[src/verilog/rtot_params.svh]
// Register map, field positions, reset values and counts of the reload timer
`ifndef RTOT_PARAMS_SVH
`define RTOT_PARAMS_SVH

// Register byte offsets
`define RTOT_ADDR_CTRL 4'h0
`define RTOT_ADDR_COUNT 4'h4
`define RTOT_ADDR_RELOAD 4'h8
`define RTOT_ADDR_STATUS 4'hc

// Control register fields
`define RTOT_CTRL_EN_BIT 0
`define RTOT_CTRL_MODE_BIT 1
`define RTOT_CTRL_PRE_LSB 2
`define RTOT_CTRL_PRE_MSB 4
`define RTOT_CTRL_POL_BIT 5
`define RTOT_CTRL_OUTEN_BIT 6

// Status register fields
`define RTOT_STAT_EN_BIT 0
`define RTOT_STAT_OUT_BIT 1

// Reset values
`define RTOT_CTRL_RST 8'h00
`define RTOT_COUNT_RST 16'h0000
`define RTOT_RELOAD_RST 16'h0000

// Counter constants
`define RTOT_COUNT_RESTART 16'h0001
`define RTOT_COUNT_STEP 16'h0001
`define RTOT_PRE_MAX_EXP 3'h7
`define RTOT_PRE_ALL_ONES 7'h7f

`endif

[src/verilog/rtot_pkg.sv]
// Types shared by the reload timer modules
package rtot_pkg;

  // Operating mode of the timer
  typedef enum logic [0:0] {
    RTOT_MODE_ONESHOT = 1'b0,
    RTOT_MODE_CONT = 1'b1
  } rtot_mode_e;

  // Prescale exponent: divide by two to this power
  typedef logic [2:0] rtot_presc_t;

endpackage : rtot_pkg

[src/verilog/rtot_presc_if.sv]
// Link between the timer core and its prescaler
`timescale 1ns/1ps
interface rtot_presc_if;
  import rtot_pkg::*;
  logic en;
  rtot_presc_t exp_sel;
  logic tick;

  // Timer side drives enable and divider, takes the tick
  modport timer (output en, output exp_sel, input tick);
  // Prescaler side
  modport presc (input en, input exp_sel, output tick);
endinterface : rtot_presc_if

[src/verilog/rtot_prescaler.sv]
// Prescaler giving one tick every 1 to 128 system clock cycles
`timescale 1ns/1ps
`include "rtot_params.svh"
module rtot_prescaler #(
  parameter int PRE_W = 7
) (
  // Clock and reset
  input wire logic clk_i,
  input wire logic rst_n_i,
  // Timer link
  rtot_presc_if.presc link
);
  import rtot_pkg::*;

  logic [PRE_W-1:0] cnt_ff;
  logic [PRE_W-1:0] limit;

  // Terminal count is two to the exponent, minus one
  assign limit = PRE_W'(`RTOT_PRE_ALL_ONES >> (`RTOT_PRE_MAX_EXP - link.exp_sel));
  assign link.tick = link.en & (cnt_ff == limit);

  // Held at zero while disabled so the first tick is a full interval away
  always_ff @(posedge clk_i or negedge rst_n_i) begin
    if (!rst_n_i) begin
      cnt_ff <= '0;
    end else if (!link.en) begin
      cnt_ff <= '0;
    end else if (link.tick) begin
      cnt_ff <= '0;
    end else begin
      cnt_ff <= cnt_ff + PRE_W'(1);
    end
  end

endmodule : rtot_prescaler

[src/verilog/rtot_timer.sv]
// Reload timer with one-shot and continuous modes behind a Wishbone slave
//
// Decided for this implementation: the Wishbone interface to the registers and the register addresses.
`timescale 1ns/1ps
`include "rtot_params.svh"

//
// Function
// Sixteen-bit up counter, one step per tick
// Prescale selectable from 1 to 128
// Count wraps from FFFF to 0000
// Reload 0000 gives the longest time-out
// Reload 0001, prescale 1 gives shortest time-out
// One-shot match raises request, loads 0001
// One-shot match clears the enable bit
// One-shot output inverts for one cycle
// Software flips polarity after start for lasting change
// Continuous match raises request, loads 0001, continues
// Continuous output toggles and holds per reload
// Written start count affects first pass only
// Ticks come from the prescaled system clock
// External input must stay below quarter clock; the timer has no external input, ticks come only from the prescaled clock
// Software configures fully before setting enable
// First pass lasts reload minus start plus one ticks
// Later continuous passes last reload ticks
// Prescaler cleared while the timer is disabled
module rtot_timer #(
  parameter int CNT_W = 16
) (
  // Clock and reset
  input wire logic clk_i,
  input wire logic rst_n_i,
  // Wishbone slave
  input wire logic wb_cyc_i,
  input wire logic wb_stb_i,
  input wire logic wb_we_i,
  input wire logic [3:0] wb_adr_i,
  input wire logic [3:0] wb_sel_i,
  input wire logic [31:0] wb_dat_i,
  output logic [31:0] wb_dat_o,
  output logic wb_ack_o,
  // Time-out request to the interrupt controller
  output logic timer_irq_o,
  // Timer output alternate function
  output logic timer_out_o,
  output logic timer_out_oe_o
);
  import rtot_pkg::*;

  // Control fields
  logic en_ff;
  rtot_mode_e mode_ff;
  rtot_presc_t presc_ff;
  logic output_polarity_select_ff;
  logic out_en_ff;

  // Counter state
  logic [CNT_W-1:0] count_ff;
  logic [CNT_W-1:0] reload_ff;

  // Output pin state
  logic level_ff;
  logic out_ff;
  logic irq_ff;

  // Bus state
  logic ack_ff;
  logic [31:0] rdata_ff;
  logic [31:0] nxt_rdata;

  // Decoded bus request
  logic bus_req;
  logic wr_req;
  logic rd_req;
  logic hit_ctrl;
  logic hit_count;
  logic hit_reload;
  logic hit_status;

  // Timer events
  logic tick;
  logic match;
  logic reload_evt;
  logic oneshot_evt;
  logic [CNT_W-1:0] count_inc;
  logic [7:0] ctrl_rd;

  // Prescaler link
  rtot_presc_if presc_link ();

  rtot_prescaler #(
    .PRE_W(7)
  ) u_prescaler (
    .clk_i(clk_i),
    .rst_n_i(rst_n_i),
    .link(presc_link.presc)
  );

  // Prescaler runs only while enabled
  assign presc_link.en = en_ff;
  assign presc_link.exp_sel = presc_ff;
  assign tick = presc_link.tick;

  // A request is served once; ack drops the cycle after it is given
  assign bus_req = wb_cyc_i & wb_stb_i & ~ack_ff;
  assign wr_req = bus_req & wb_we_i;
  assign rd_req = bus_req & ~wb_we_i;

  // Word decode on the low address bits
  assign hit_ctrl = (wb_adr_i == `RTOT_ADDR_CTRL);
  assign hit_count = (wb_adr_i == `RTOT_ADDR_COUNT);
  assign hit_reload = (wb_adr_i == `RTOT_ADDR_RELOAD);
  assign hit_status = (wb_adr_i == `RTOT_ADDR_STATUS);

  // Plain increment; carry out is dropped so FFFF rolls to 0000
  assign count_inc = count_ff + `RTOT_COUNT_STEP;

  // Match is tested on the tick that finds the count at reload.
  // Reload 0000 is reached only after the count wraps, the longest pass.
  assign match = (count_ff == reload_ff);
  assign reload_evt = tick & match;
  assign oneshot_evt = reload_evt & (mode_ff == RTOT_MODE_ONESHOT);

  // Control register; the one-shot match drops the enable bit.
  // A write in the same cycle wins, so software can restart at once.
  always_ff @(posedge clk_i or negedge rst_n_i) begin
    if (!rst_n_i) begin
      en_ff <= 1'(`RTOT_CTRL_RST >> `RTOT_CTRL_EN_BIT);
      mode_ff <= RTOT_MODE_ONESHOT;
      presc_ff <= '0;
      output_polarity_select_ff <= 1'b0;
      out_en_ff <= 1'b0;
    end else if (wr_req & hit_ctrl & wb_sel_i[0]) begin
      en_ff <= wb_dat_i[`RTOT_CTRL_EN_BIT];
      mode_ff <= rtot_mode_e'(wb_dat_i[`RTOT_CTRL_MODE_BIT]);
      presc_ff <= wb_dat_i[`RTOT_CTRL_PRE_MSB:`RTOT_CTRL_PRE_LSB];
      output_polarity_select_ff <= wb_dat_i[`RTOT_CTRL_POL_BIT];
      out_en_ff <= wb_dat_i[`RTOT_CTRL_OUTEN_BIT];
    end else if (oneshot_evt) begin
      en_ff <= 1'b0;
    end
  end

  // Count register: a software write sets the start of the next pass
  always_ff @(posedge clk_i or negedge rst_n_i) begin
    if (!rst_n_i) begin
      count_ff <= `RTOT_COUNT_RST;
    end else if (wr_req & hit_count & (|wb_sel_i[1:0])) begin
      if (wb_sel_i[0]) begin
        count_ff[7:0] <= wb_dat_i[7:0];
      end
      if (wb_sel_i[1]) begin
        count_ff[15:8] <= wb_dat_i[15:8];
      end
    end else if (reload_evt) begin
      // Every pass after a match restarts from 0001
      count_ff <= `RTOT_COUNT_RESTART;
    end else if (tick) begin
      count_ff <= count_inc;
    end
  end

  // Reload register, byte-writable
  always_ff @(posedge clk_i or negedge rst_n_i) begin
    if (!rst_n_i) begin
      reload_ff <= `RTOT_RELOAD_RST;
    end else if (wr_req & hit_reload) begin
      if (wb_sel_i[0]) begin
        reload_ff[7:0] <= wb_dat_i[7:0];
      end
      if (wb_sel_i[1]) begin
        reload_ff[15:8] <= wb_dat_i[15:8];
      end
    end
  end

  // Time-out request: one-cycle pulse per match, either mode
  always_ff @(posedge clk_i or negedge rst_n_i) begin
    if (!rst_n_i) begin
      irq_ff <= 1'b0;
    end else begin
      irq_ff <= reload_evt;
    end
  end

  // Held output level. Continuous mode keeps its own toggled level;
  // otherwise it follows the polarity bit, which sets the start level.
  always_ff @(posedge clk_i or negedge rst_n_i) begin
    if (!rst_n_i) begin
      level_ff <= 1'b0;
    end else if (en_ff & (mode_ff == RTOT_MODE_CONT)) begin
      level_ff <= level_ff ^ reload_evt;
    end else begin
      level_ff <= output_polarity_select_ff;
    end
  end

  // Pin value. One-shot follows polarity live, so flipping it after
  // the start gives a lasting change; the match only inverts one cycle.
  always_ff @(posedge clk_i or negedge rst_n_i) begin
    if (!rst_n_i) begin
      out_ff <= 1'b0;
    end else if (en_ff & (mode_ff == RTOT_MODE_CONT)) begin
      out_ff <= level_ff ^ reload_evt;
    end else begin
      out_ff <= output_polarity_select_ff ^ oneshot_evt;
    end
  end

  // Control byte as read back
  always_comb begin
    ctrl_rd = `RTOT_CTRL_RST;
    ctrl_rd[`RTOT_CTRL_EN_BIT] = en_ff;
    ctrl_rd[`RTOT_CTRL_MODE_BIT] = mode_ff;
    ctrl_rd[`RTOT_CTRL_PRE_MSB:`RTOT_CTRL_PRE_LSB] = presc_ff;
    ctrl_rd[`RTOT_CTRL_POL_BIT] = output_polarity_select_ff;
    ctrl_rd[`RTOT_CTRL_OUTEN_BIT] = out_en_ff;
  end

  // Read mux; unmapped words and upper bits read as zero
  always_comb begin
    nxt_rdata = 32'h0000_0000;
    if (hit_ctrl) begin
      nxt_rdata[7:0] = ctrl_rd;
    end else if (hit_count) begin
      nxt_rdata[15:0] = count_ff;
    end else if (hit_reload) begin
      nxt_rdata[15:0] = reload_ff;
    end else if (hit_status) begin
      nxt_rdata[`RTOT_STAT_EN_BIT] = en_ff;
      nxt_rdata[`RTOT_STAT_OUT_BIT] = out_ff;
    end
  end

  // Bus answer one cycle after the strobe, reads and writes alike
  always_ff @(posedge clk_i or negedge rst_n_i) begin
    if (!rst_n_i) begin
      ack_ff <= 1'b0;
    end else begin
      ack_ff <= bus_req;
    end
  end

  // Read data captured with the answer, cleared otherwise
  always_ff @(posedge clk_i or negedge rst_n_i) begin
    if (!rst_n_i) begin
      rdata_ff <= 32'h0000_0000;
    end else if (rd_req) begin
      rdata_ff <= nxt_rdata;
    end else begin
      rdata_ff <= 32'h0000_0000;
    end
  end

  // Output drivers, all straight from flip-flops
  assign wb_ack_o = ack_ff;
  assign wb_dat_o = rdata_ff;
  assign timer_irq_o = irq_ff;
  assign timer_out_o = out_ff;
  assign timer_out_oe_o = out_en_ff;

endmodule : rtot_timer

[config.mk]
export PLATFORM = sky130hd
export DESIGN_NAME = rtot_timer
export DESIGN_NICKNAME = d
export VERILOG_FILES = /design/src/verilog/rtot_pkg.sv /design/src/verilog/rtot_presc_if.sv /design/src/verilog/rtot_prescaler.sv /design/src/verilog/rtot_timer.sv
export VERILOG_INCLUDE_DIRS = /design/src /design/src/verilog
export SDC_FILE = /design/constraint.sdc
export NUM_CORES = 1
export LEC_CHECK = 0
export ABC_CLOCK_PERIOD_IN_PS = 1950
export BUFFER_PORTS_ARGS = -buffer_cell sky130_fd_sc_hd__buf_2
export CORE_AREA = 2 2 107 109
export DETAILED_ROUTE_END_ITERATION = 12
export DIE_AREA = 0 0 109 111
export GPL_TIMING_DRIVEN = 0
export HOLD_SLACK_MARGIN = 0.12
export SYNTH_ARGS = -nofsm -noshare
export SYNTH_HDL_FRONTEND = slang
export SYNTH_SLANG_ARGS = --single-unit
[constraint.sdc]
create_clock -name clk_i -period 1.95 [get_ports clk_i]
set_input_delay 0.4875 -clock clk_i [delete_from_list [all_inputs] [get_ports clk_i]]
set_output_delay 0.4875 -clock clk_i [all_outputs]
set_load 0.01 [all_outputs]
==> results of run 1 <==
synthesized netlist by cell type (14+ instances only):
cell type	n
sky130_fd_sc_hd__nand2_1	14
sky130_fd_sc_hd__a22oi_1	15
sky130_fd_sc_hd__o22ai_1	14
sky130_fd_sc_hd__xnor2_1	19
sky130_fd_sc_hd__inv_1	18
sky130_fd_sc_hd__mux2_2	21
sky130_fd_sc_hd__dfrtp_1	66
sky130_fd_sc_hd__buf_4	19
sky130_fd_sc_hd__a21oi_1	15
sky130_fd_sc_hd__nor2_1	36
final timing paths:
| path | from | to | slack, ns | depth (start not counted) |
|---|---|---|---|---|
| worst max register to register | u_prescaler.cnt_ff[5] | count_ff[3] | -0.09 | 8 |
| max in group asynchronous | rst_n_i | presc_ff[2] | 1.10 | 1 |
| min in group clk_i | wb_dat_i[11] | reload_ff[11] | 0.41 | 2 |
| worst min register to register | u_prescaler.cnt_ff[0] | u_prescaler.cnt_ff[0] | 0.51 | 1 |
| worst max-delay path | u_prescaler.cnt_ff[5] | count_ff[3] | -0.09 | 8 |
| worst min-delay path | rst_n_i | reload_ff[15] | 0.26 | 1 |
registers in the layout, summed over array words and instances (netlist names):
register,flops
timer_out_o,1
u_prescaler.cnt_ff,7
presc_ff,3
timer_irq_o,1
wb_ack_o,1
en_ff,1
wb_dat_o,16
level_ff,1
output_polarity_select_ff,1
count_ff,16
mode_ff,1
reload_ff,16
timer_out_oe_o,1
critical path, delay by kind of cell (launching register included):
kind,cells,cell delay (ns)
simple gates,1,0.54
compound gates,5,0.68
flops,1,0.39
buf+inv,2,0.31
stage by stage:
stage	utilization	worst slack, ns	instances
finish	0.430	-0.0871	598
global route	0.430	-0.172	598
CTS	0.426	-0.0770	596
detailed placement	0.380	-0.418	571
global placement	0.380	-0.395	571
floorplan	-	0.0340	382
layer usage:
layer  vias up  share of wire  track usage
met4         0          0.025       0.0786
met1      1437           0.46        0.222
met5         -              0            0
met2        98           0.46        0.243
li1       1474              -            -
met3        19          0.063       0.0247
logic make-up (layout without fill, tap and decap cells):
group / after synthesis / count (layout)
simple gates: 106 / 106
buf+inv: 51 / 124
flops: 66 / 66
other cells: 1 / 16
xor+xnor: 24 / 24
compound gates: 95 / 95
mux: 22 / 22
fa+ha+maj: 2 / 2
power groups by stage:
stage / Combinational, W / Sequential [W] / Clock (W)
floorplan: 0.000602 / 0.00166 / 0
global placement: 0.000800 / 0.00170 / 0
detailed placement: 0.000816 / 0.00171 / 0
CTS: 0.000910 / 0.00171 / 0.00148
global route: 0.00102 / 0.00174 / 0.00154
finish: 0.000923 / 0.00172 / 0.00146
cell type report:
class / count / area [µm²]
fill: 1074 / 6310
timing repair buffer: 58 / 322
clock buffer: 13 / 250
tap: 143 / 179
buffer: 32 / 241
inverter: 18 / 67.6
sequential: 66 / 1660
clock inverter: 3 / 15.0
multi-input combinational: 265 / 2030
cell usage in the layout (no fill, tap or decap), types with 8 or more instances in the layout:
cell / instances
sky130_fd_sc_hd__dfrtp_1: 60
sky130_fd_sc_hd__buf_2: 52
sky130_fd_sc_hd__nor2_1: 36
sky130_fd_sc_hd__buf_4: 27
sky130_fd_sc_hd__mux2_2: 21
sky130_fd_sc_hd__inv_1: 18
sky130_fd_sc_hd__conb_1: 16
sky130_fd_sc_hd__a22oi_1: 15
sky130_fd_sc_hd__xnor2_1: 14
sky130_fd_sc_hd__o22ai_1: 14
sky130_fd_sc_hd__nand2_1: 13
sky130_fd_sc_hd__a21oi_1: 13
sky130_fd_sc_hd__clkbuf_16: 9
sky130_fd_sc_hd__a31oi_1: 8
sky130_fd_sc_hd__nand3_1: 8
sky130_fd_sc_hd__a22oi_2: 8
what timing repair did:
action                     CTS  global route
pin swaps                   18            10
setup buffers                9             1
setup endpoints to repair   26            28
gates resized for setup     33             8
hold buffers                 0             0
gates cloned                 1             1
==> run summary, run 1 <==
The number of global-route vias before repair came out at just under 3000. The checks that failed: setup timing. Summed over all nets, the switching power comes to roughly 0.0013 W. The final worst clock skew came out at just under 0.005 ns. The relative contribution of combinational cells to total power came out at 0.225.

Ranked by total cell area, the synthesized netlist is headed by sky130_fd_sc_hd__dfrtp_1 44%, sky130_fd_sc_hd__mux2_2 6.3%, sky130_fd_sc_hd__xnor2_1 4.4%. The number of antenna violations at the first check in global routing came out at 0. The largest total area in the synthesized netlist belongs to sky130_fd_sc_hd__dfrtp_1.

The data required time of the worst path is 2.16 ns. The tree built by TritonCTS fans out to 66 sinks. The fraction of synthesized cell area taken by the top area cell type came out at 0.441. The repair_antennas step left the layout with diodes totalling 0.

The initial core utilization is 0.338. The switching part of the total power came out at 0.311. The number of flops mapped to enable cells by yosys came out at 0.

The delay of the slowest cell on the worst path is ~0.54 ns. The pin slew with the least headroom to its limit is 0.828 ns. After routing the design area is between 0.004 and 0.005 mm². The post-synthesis to final-layout area growth came out at 27.2%. The sum of net half-perimeters after detailed placement is approximately 6500 µm. The share of power burned in registers came out at 0.419.

The area after detailed placement came out at 0.00421 mm². The final period utilization came out at 1.04. For this design the static power due to leakage is 2.20 nW.

In the routed design, unresolved DRC markers number 0. The time the final worst path needs with I/O delays and setup came out at 2.04 ns. The count of endpoints failing setup in the final report is 17. The number of buffers created by CTS came out at 9.

Once detail routing completed, the nets flagged for antenna violations numbered 0. The worst setup path is captured at a register. Timing would allow up to ~490 MHz.

At the end of the flow, the number of nets in the layout was 497. The total routing usage reported by global routing came out at 0.161. The worst hold margin came out at about 0.26 ns.

The number of hold violations in the final report is 0. In this run the tightest slew margin relative to its limit is 0.448. The number of vias per cell is 5.06. In the post-route analysis, the smallest setup slack over all paths is -0.0871 ns. The area of the die is 0.0121 mm².

The total detailed-routing wirelength came out at approximately 9400 µm. The maximum vdd drop came out at around 400 µV. The total of max-cap violations came out at 0. The largest individual stage delay along the critical path comes from the cell sky130_fd_sc_hd__or4_4. The cell sitting at the root of the clock tree is a sky130_fd_sc_hd__clkbuf_16. Of the total synthesized cell area, the portion taken by XOR and XNOR cells is 0.0561. The overall power came out at 0.00410 W. The synthesized area per cell came out at a little over 10 µm².

The worst setup path is launched from a register. At the worst endpoint, the arrival time is between 2 and 2.5 ns. The internal power of the cells came out at between 0.002 and 0.003 W. The post-synthesis compound-gate area fraction came out at 0.193. The power density over the cells is approximately 860 mW/mm². The simple-gate portion of the synthesized area is 0.158.

The largest buffer count on any clock path is 2. Setup repair after global routing could not meet its margin everywhere. The number of I/O port buffers came out at 46. The routed layout has 3028 vias. The height of the chip came out at 111 µm.

Traced cell by cell, the critical path runs through or4_4 -> o211a_4 -> a21oi_4 -> a31oi_4 -> buf_6 -> buf_4 -> a21oi_2 -> o22ai_1. The most used flip-flop cell after synthesis is sky130_fd_sc_hd__dfrtp_1. The cell area after synthesis came out at 0.00374 mm². TritonCTS built the clock tree. The synthesized instance count came out at between 300 and 400. The clock tree synthesis step divided the H-tree into 3 levels.

The core outline area is 0.0111 mm². The mux contribution to synthesized area came out at 0.0658. The path class of the tightest hold or removal check is in2async.

The number of iterations in the first detailed-routing pass is 4. The fraction of final layout cells sized beyond drive strength 1 is 0.378. The clock-pin slew of the registers on the worst-case setup and hold paths came out at around 0.050 ns. The part of the total power dissipated in the clock network came out at 0.356. The run finished, with violations left. The count of pins over their slew limit is 0.

The DRC violation total after the first TritonRoute iteration came out at ~230. The number of warnings reported in the yosys synthesis log is 0. In this run the horizontal extent of the chip is between 100 and 150 µm. The routed length per placed instance came out at approximately 16 µm. Yosys mapped the design onto 59 distinct sky130hd cell types. For this run, asynchronously set or reset flops after synthesis account for 1.00.

The insertion delay to the later sink of the worst-skew pair is about 0.34 ns. The top-level I/O count came out at slightly above 80. The final weighted congestion of routability-driven global placement came out at 0.848. The first-pass GRT wire length came out at 15000 µm.

The sum of overflow across all layers after global routing is 0. The part of the Yosys area used for sequential elements is 0.441. The highest net fanout along the worst path is 5. The number of cell rows is 39. After synthesis the netlist holds a flip-flop and latch count of 66. Of the total synthesized cell area, the portion taken by full adders, half adders and majority gates is 0.00668. The worst setup path is of the reg2reg kind. Entering global routing, the biggest net connects 67 pins. After synthesis, the largest family of logic cells by area is compound AO/OA/AOI/OAI gates.

The total negative setup slack came out at -1.07 ns.
(Power assumes the default switching activity.)
==> run 2: changes to the inputs <==
- SYNTH_HIERARCHICAL: unset -> 1
==> run 2 against run 1 <==
Net effect: the run still ends with setup timing left; utilization up 0.88 points; power up 27%; final cell count up 1.5%; largest cell class unchanged; first-iteration DRC count up 4.7%; critical path depth up 1; sequential share of layout area down 0.78 points; largest power group unchanged; highest routed layer unchanged; fmax down 15%; non-clock buffer count up 11.
==> run summary, run 2 <==
The number of remaining DRC errors is 0 (unchanged). The delay of the slowest cell on the worst path came out at 0.40 ns (was 0.54 ns). The count of distinct cell types in the synthesized netlist is 59 (unchanged).

The pin count of the biggest net entering global routing is 67 (unchanged). The worst-case headroom to the max-slew limit came out at 0.442 (was 0.448). The number of antenna violations at the first check in global routing was 0 (unchanged). The total of max-cap violations came out at 0 (unchanged).

Commonest non-fill, non-tap cells in the layout: 63 x sky130_fd_sc_hd__dfrtp_1, 50 x sky130_fd_sc_hd__buf_2, 34 x sky130_fd_sc_hd__buf_4, 29 x sky130_fd_sc_hd__nand2_1, 28 x sky130_fd_sc_hd__nor2_1 (was 60 x sky130_fd_sc_hd__dfrtp_1, 52 x sky130_fd_sc_hd__buf_2, 36 x sky130_fd_sc_hd__nor2_1, 27 x sky130_fd_sc_hd__buf_4, 21 x sky130_fd_sc_hd__mux2_2). The number of H-tree levels was 3 (unchanged). The worst setup margin came out at -0.433 ns (was -0.0871 ns). The total number of vias is 3062 (was 3028). The sort of element at the end of the critical path is a register (unchanged). Run status: complete, but fails checks (unchanged). The standby leakage power is 2.23 nW (was 2.20 nW). The number of register bits inferred by synthesis is 66 (unchanged).

The count of clock tree sinks is 66 (unchanged). The final weighted congestion of routability-driven global placement is 0.848 (about the same). Post-synth top cells: 66 x sky130_fd_sc_hd__dfrtp_1, 32 x sky130_fd_sc_hd__nand2_1, 29 x sky130_fd_sc_hd__nor2_1 (was 66 x sky130_fd_sc_hd__dfrtp_1, 36 x sky130_fd_sc_hd__nor2_1, 21 x sky130_fd_sc_hd__mux2_2). The clock-pin slew of the registers on the worst-case setup and hold paths came to 0.05 ns (about the same). The number of diodes is 0 (unchanged). The initial core utilization is 0.336 (was 0.338). The upper clock frequency limit was 420 MHz (was 491 MHz). The data required time of the worst path came out at 2.16 ns (about the same). The number of global-route vias before repair came out at 3035 (was 2903). The library cell with the largest summed area after synthesis is sky130_fd_sc_hd__dfrtp_1 (unchanged). The worst slack at placement is -0.803 ns (was -0.418 ns). The sum of overflow across all layers after global routing came to 0 (unchanged). The final layout net count came out at 506 (was 497). Failing checks: setup timing (unchanged).

The synthesized instance count is 366 (was 367). The critical path arrival came out at 2.59 ns (was 2.25 ns). The number of vias per cell came out at 5.04 (was 5.06). The count of endpoints failing setup in the final report was 20 (was 17).

The post-synthesis to final-layout area growth came out at 30.7% (was 27.2%). Sequence of cells on the critical path: or3_4 -> o31a_1 -> a221oi_4 -> and3_4 -> a31o_4 -> buf_8 -> buf_6 -> buf_4 -> o211ai_2 (was or4_4 -> o211a_4 -> a21oi_4 -> a31oi_4 -> buf_6 -> buf_4 -> a21oi_2 -> o22ai_1). The worst min-delay path category is in2async (unchanged). The number of buffers created by CTS came out at 9 (unchanged).

The time the final worst path needs with I/O delays and setup is 2.38 ns (was 2.04 ns). The pin slew with the least headroom to its limit came out at 0.837 ns (was 0.828 ns). The final period utilization is 1.22 (was 1.04).

The startpoint type of the worst setup path is a register (unchanged). The critical setup path kind is reg2reg (unchanged). The number of warnings reported in the yosys synthesis log is 6 (was 0). The cell area after synthesis was 0.00372 mm² (was 0.00374 mm²). The share of synthesized flip-flops with an asynchronous set or reset came out at 1.00 (unchanged). The number of hold violations in the final report is 0 (unchanged). The number of flops mapped to enable cells by yosys came out at 0 (unchanged).

The routed length per placed instance came out at 15.5 µm (was 15.8 µm). The DRC violation total after the first TritonRoute iteration is 244 (was 233). The number of iterations in the first detailed-routing pass came out at 5 (was 4). The height of the chip is 111 µm (unchanged).

The area of the die came to 0.0121 mm² (unchanged). The power density over the cells came out at 1070 mW/mm² (was 860 mW/mm²). The commonest register cell after synthesis is sky130_fd_sc_hd__dfrtp_1 (unchanged).

The largest buffer count on any clock path came out at 2 (unchanged). The first-pass GRT wire length was 15500 µm (was 15000 µm). The insertion delay to the later sink of the worst-skew pair came out at 0.33 ns (was 0.34 ns).

The synthesized area per cell came out at 10.2 µm² (about the same). The number of cell rows came to 39 (unchanged). The total detailed-routing wirelength is 9400 µm (was 9430 µm). The dominant delay contributor by cell family on the critical path was compound AO/OA/AOI/OAI gates (unchanged).

The number of I/O port buffers came out at 46 (unchanged). The horizontal extent of the die came to 109 µm (unchanged). The count of pins over their slew limit is 0 (unchanged). The slowest cell on the critical path is sky130_fd_sc_hd__dfrtp_2 (was sky130_fd_sc_hd__or4_4). The clock tree from TritonCTS is done (unchanged). The top-level I/O count is 81 (unchanged). The number of buffers inserted for hold repair after clock tree synthesis came out at 0 (unchanged). The highest net fanout along the worst path is 6 (was 5). The core outline area is 0.0111 mm² (unchanged). The clock root buffer is sky130_fd_sc_hd__clkbuf_16 (unchanged). The fraction of synthesized cell area taken by the top area cell type came out at 0.444 (was 0.441). Cells taking the most area after synthesis: sky130_fd_sc_hd__dfrtp_1 44%, sky130_fd_sc_hd__mux2_2 6.1%, sky130_fd_sc_hd__xnor2_1 5.2% (was sky130_fd_sc_hd__dfrtp_1 44%, sky130_fd_sc_hd__mux2_2 6.3%, sky130_fd_sc_hd__xnor2_1 4.4%). The maximum vdd drop came out at 457 µV (was 397 µV). The worst hold margin came out at 0.254 ns (was 0.260 ns).

The part of the Yosys area used for sequential elements is 0.444 (was 0.441). The total routing usage reported by global routing was 0.166 (was 0.161). The sum of net half-perimeters after detailed placement is 6460 µm (was 6540 µm). The final worst clock skew came out at 0.00669 ns (was 0.00490 ns). The most common cell after layout, fill and taps aside is sky130_fd_sc_hd__dfrtp_1 (unchanged).

The combined buffer and inverter count along the critical path is 3 (was 2). The fraction of final layout cells sized beyond drive strength 1 is 0.369 (was 0.378). Setup repair after global routing missed its margin: true (unchanged). The dominant cell by count in the synthesized netlist is sky130_fd_sc_hd__dfrtp_1 (unchanged). The count of nets left with antenna violations after detail routing is 0 (unchanged).
==> run 2: cell types whose count changed after synthesis, moves of 5 or more <==
| cell | delta |
|---|---|
| sky130_fd_sc_hd__nand2_1 | +18 |
| sky130_fd_sc_hd__o22ai_1 | -10 |
| sky130_fd_sc_hd__a211oi_1 | +5 |
| sky130_fd_sc_hd__a32oi_1 | -5 |
| sky130_fd_sc_hd__a21oi_1 | -5 |
| sky130_fd_sc_hd__nand3_1 | +14 |
| sky130_fd_sc_hd__a31oi_1 | -6 |
| sky130_fd_sc_hd__a22oi_2 | -8 |
| sky130_fd_sc_hd__inv_1 | -5 |
| sky130_fd_sc_hd__nor2_1 | -7 |
==> run 2: final timing paths <==
path	startpoint	to	slack (ns)	cells after the start
min in group clk_i	wb_dat_i[10]	reload_ff[10]	0.41	2
max	presc_ff[2]	count_ff[9]	-0.43	9
min reg2reg	wb_ack_o	wb_ack_o	0.47	1
max in group asynchronous	rst_n_i	presc_ff[1]	1.09	1
min	rst_n_i	reload_ff[8]	0.25	1
max reg2reg	presc_ff[2]	count_ff[9]	-0.43	9
==> run 2: per-layer routing <==
layer	share of wire	wire length, µm	GRT usage
met1	0.43	4020	0.219
met2	0.50	4680	0.265
met3	0.053	502	0.0259
met4	0.021	202	0.0735
met5	0	0	0
==> run 2: timing repair <==
action	4_1_cts	5_1_grt
pin swaps	12	11
endpoints found under the setup margin	42	35
gates resized for setup	21	23
buffers inserted	20	2
cloned	0	1
==> run 2: per-stage QoR <==
stage	std cells	utilization	instance area, µm²	total power, W	setup TNS [ns]
floorplan	381	-	3800	0.00275	-7.89
global placement	570	0.380	4210	0.00307	-26.36
detailed placement	570	0.380	4210	0.00310	-27.26
CTS	605	0.432	4790	0.00507	-8.61
global route	607	0.439	4860	0.00547	-8.67
finish	607	0.439	4860	0.00520	-7.10
==> run 2: report_power, final <==
part | switching, W | internal, W
registers | 0.000237 | 0.00155
clock network | 0.000567 | 0.00116
logic | 0.000881 | 0.000803
total | 0.00168 | 0.00351
==> run 2: area by class of cell <==
class,instances,area (µm²)
Sequential cell,66,1660
Fill cell,1002,6210
Tap cell,143,179
Multi-Input combinational cell,268,1990
Buffer,33,240
Clock inverter,1,30.0
Timing Repair Buffer,68,418
Inverter,13,48.8
Clock buffer,15,298
==> run 2: logic make-up after synthesis <==
family                     after synthesis  synth area share
xor gates and xnor gates                24            0.0565
DFF                                     66             0.444
and+or+nand+nor                        122             0.172
adders and majority gates                2           0.00673
AOI/OAI and AO/OA                       78             0.165
buffers and inverters                   47            0.0740
muxes                                   26            0.0804
other                                    1           0.00101
==> run 2: worst register-to-register path: stages, from the launching register on <==
cell,delay (ns)
sky130_fd_sc_hd__dfrtp_2,0.40
sky130_fd_sc_hd__or3_4,0.39
sky130_fd_sc_hd__o31a_1,0.28
sky130_fd_sc_hd__a221oi_4,0.24
sky130_fd_sc_hd__and3_4,0.31
sky130_fd_sc_hd__a31o_4,0.20
sky130_fd_sc_hd__buf_8,0.13
sky130_fd_sc_hd__buf_6,0.12
sky130_fd_sc_hd__buf_4,0.11
sky130_fd_sc_hd__o211ai_2,0.08
==> run 3: changes to the inputs <==
- CELL_PAD_IN_SITES_DETAIL_PLACEMENT: unset -> 1
- CELL_PAD_IN_SITES_GLOBAL_PLACEMENT: unset -> 1
- PLACE_DENSITY_LB_ADDON: unset -> 0.1
- SLEW_MARGIN: unset -> 20
==> run 3 against run 2 <==
Net effect: the run still ends with setup timing left; flip-flop and latch count unchanged; fmax fell by 2.4%; wire length up 15%; clock-buffer cell count is 1 lower; via count rose by 1.2%; worst setup slack worse by 0.059 ns; sequential power about the same; combinational power increased by 3%; utilization up 0.82 points; critical endpoint is now count_ff[5]; largest cell class unchanged.
==> run summary, run 3 (synthesis gave the netlist of run 2 again) <==
The number of vias per cell is 5.08 (was 5.04). The endpoint of the worst hold path is en_ff. The height of the chip came out at 111 µm (unchanged). The upper clock frequency limit is 410 MHz (was 420 MHz).

The critical setup path kind is reg2reg (unchanged). The worst min-delay path category is in2reg (was in2async). The most common cell after layout, fill and taps aside was sky130_fd_sc_hd__dfrtp_1 (unchanged).

The clock-pin slew of the registers on the worst-case setup and hold paths is 0.06 ns (was 0.05 ns). The internal power of the cells came out at 0.00343 W (was 0.00351 W). The count of nets left with antenna violations after detail routing came out at 0 (unchanged). The share of power burned in registers came out at 0.346 (was 0.343). The clock tree from TritonCTS is done (unchanged). Run status: complete, but fails checks (unchanged).

The count of pins over their slew limit was 0 (unchanged). The worst setup margin came out at -0.491 ns (was -0.433 ns). The number of hold violations in the final report came out at 0 (unchanged).

The count of endpoints failing setup in the final report is 20 (unchanged). The switching part of the total power came out at 0.340 (was 0.324). The pin slew with the least headroom to its limit was 0.671 ns (was 0.837 ns). The sort of element at the end of the critical path is a register (unchanged).

The routed length per placed instance is 17.7 µm (was 15.5 µm). The switching power summed over all nets is 0.00176 W (was 0.00168 W). The depth of the most critical reg-to-reg path is 8 (was 9).

The number of antenna violations at the first check in global routing came out at 0 (unchanged). The final worst clock skew is 0.00893 ns (was 0.00669 ns). The area taken by multi-input logic gates is 0.00203 mm² (was 0.00199 mm²). The number of global-route vias before repair came out at 3356 (was 3035).

The number of buffers created by CTS came out at 9 (unchanged). The critical path arrival was 2.66 ns (was 2.59 ns). The first-pass GRT wire length came to 17900 µm (was 15500 µm).

The utilization of the core after routing is 0.447 (was 0.439). The count of clock tree sinks came out at 66 (unchanged). The part of the total power dissipated in the clock network is 0.322 (was 0.333).

The startpoint identified for the worst hold timing path is wb_dat_i[0]. The highest net fanout along the worst path is 6 (unchanged). The launching point of the worst reg2reg path is presc_ff[1] (was presc_ff[2]). The number of cells in the design after placement came to 571 (was 570). The fraction of final layout cells sized beyond drive strength 1 is 0.381 (was 0.369). The overall power came out at 0.00520 W (about the same). The critical path launch point is presc_ff[1] (was presc_ff[2]). The sum of net half-perimeters after detailed placement is 7580 µm (was 6460 µm). The horizontal extent of the die is 109 µm (unchanged). The reg-to-reg endpoint is count_ff[5] (was count_ff[9]). The minimum setup slack among reg-to-reg paths is -0.49 ns (was -0.43 ns). The total routing usage reported by global routing is 0.193 (was 0.166). The area occupied by registers came out at 0.00166 mm² (unchanged). The total of max-cap violations is 0 (unchanged). Failing checks: setup timing (unchanged). The number of standard cells in the final layout excluding fillers came to 610 (was 607). The number of fillers in the final layout came out at 1246 (was 1002). The post-synthesis to final-layout area growth is 33.2% (was 30.7%). The total detailed-routing wirelength was 10800 µm (was 9400 µm). The number of iterations in the first detailed-routing pass was 4 (was 5). The total number of vias is 3099 (was 3062). The power density over the cells is 1050 mW/mm² (was 1070 mW/mm²). The sum of overflow across all layers after global routing is 0 (unchanged). The maximum vdd drop came out at 444 µV (was 457 µV). The largest buffer count on any clock path was 2 (unchanged). The pin count of the biggest net entering global routing is 40 (was 67). The area of the die is 0.0121 mm² (unchanged). The relative contribution of combinational cells to total power is 0.332 (was 0.324).

The final layout net count came out at 509 (was 506). The number of H-tree levels came out at 3 (unchanged). The number of I/O port buffers came to 46 (unchanged).

The time the final worst path needs with I/O delays and setup is 2.44 ns (was 2.38 ns). Setup repair after global routing missed its margin: true (unchanged). The clock root buffer is sky130_fd_sc_hd__clkbuf_16 (unchanged). The data required time of the worst path is 2.17 ns (was 2.16 ns).

The final weighted congestion of routability-driven global placement is 0.780 (was 0.848). The top-level I/O count came to 81 (unchanged). The standby leakage power is 2.29 nW (was 2.23 nW). The worst-case headroom to the max-slew limit is 0.548 (was 0.442).

Counting instances, the worst hold path has a depth of 3. The startpoint type of the worst setup path is a register (unchanged). Commonest non-fill, non-tap cells in the layout: 63 x sky130_fd_sc_hd__dfrtp_1, 50 x sky130_fd_sc_hd__buf_2, 37 x sky130_fd_sc_hd__buf_4, 30 x sky130_fd_sc_hd__nand2_1, 28 x sky130_fd_sc_hd__nor2_1 (was 63 x sky130_fd_sc_hd__dfrtp_1, 50 x sky130_fd_sc_hd__buf_2, 34 x sky130_fd_sc_hd__buf_4, 29 x sky130_fd_sc_hd__nand2_1, 28 x sky130_fd_sc_hd__nor2_1).

The number of remaining DRC errors came to 0 (unchanged). The core outline area came to 0.0111 mm² (unchanged). The number of diodes is 0 (unchanged).

The DRC violation total after the first TritonRoute iteration is 129 (was 244). The final period utilization came to 1.25 (was 1.22). The insertion delay to the later sink of the worst-skew pair came to 0.33 ns (about the same). The number of cell rows came out at 39 (unchanged).

The initial core utilization is 0.336 (unchanged).
## run 3: final cells by class
cell class              count  area share
multi-input cells         268       0.410
flip-flops and latches     66       0.334
repair buffers             72      0.0995
clock buffers              14      0.0553
plain buffers              32      0.0475
well taps                 143      0.0361
inverters                  13     0.00985
clock inverters             2     0.00707
## run 3: stage by stage
stage | instance area (µm²) | hold WS [ns] | setup TNS, ns | setup slack, ns
6_report | 4950 | 0.395 | -8.45 | -0.491
5_1_grt | 4950 | 0.405 | -9.97 | -0.582
4_1_cts | 4840 | 0.383 | -8.93 | -0.534
3_5_place_dp | 4230 | 0.442 | -30.15 | -0.870
3_3_place_gp | 4210 | 0.442 | -29.87 | -0.811
2_1_floorplan | 3800 | 0.192 | -7.89 | -0.521
## run 3: timing repair
item                                    in CTS  in global routing
endpoints found under the setup margin      44                 46
hold buffers                                 1                  0
gates resized for setup                     29                 15
endpoints found under the hold margin       27                  0
gates cloned                                 3                  0
pin swaps                                   15                 11
setup buffers                               17                  4
## run 3: layer usage
| metal | up-vias | wire length, µm | global-route usage |
|---|---|---|---|
| met5 | - | 0 | 0 |
| met4 | 0 | 137 | 0.0581 |
| met3 | 11 | 338 | 0.0376 |
| met2 | 54 | 5120 | 0.296 |
| met1 | 1546 | 5180 | 0.273 |
| li1 | 1488 | - | - |
## run 3: worst max path at each step
stage / to / slack (ns)
floorplan: count_ff[9] / -0.52
global placement: count_ff[6] / -0.81
detailed placement: count_ff[14] / -0.87
CTS: count_ff[9] / -0.53
global route: count_ff[10] / -0.58
finish: count_ff[5] / -0.49
## run 3: critical path: stages (launching register included)
cell	delay, ns
sky130_fd_sc_hd__dfrtp_2	0.41
sky130_fd_sc_hd__or3_4	0.40
sky130_fd_sc_hd__o31a_1	0.29
sky130_fd_sc_hd__a221oi_4	0.27
sky130_fd_sc_hd__and3_4	0.32
sky130_fd_sc_hd__a31o_4	0.23
sky130_fd_sc_hd__buf_8	0.13
sky130_fd_sc_hd__o21ai_1	0.07
sky130_fd_sc_hd__a22o_1	0.21
## run 3: power by group through the flow
stage                     Sequential (W)  Combinational, W  Clock [W]
after floorplan                  0.00174           0.00101          0
after global placement           0.00181           0.00131          0
after detailed placement         0.00182           0.00134          0
after CTS                        0.00179           0.00160    0.00172
after global routing             0.00183           0.00190    0.00178
final                            0.00180           0.00173    0.00167
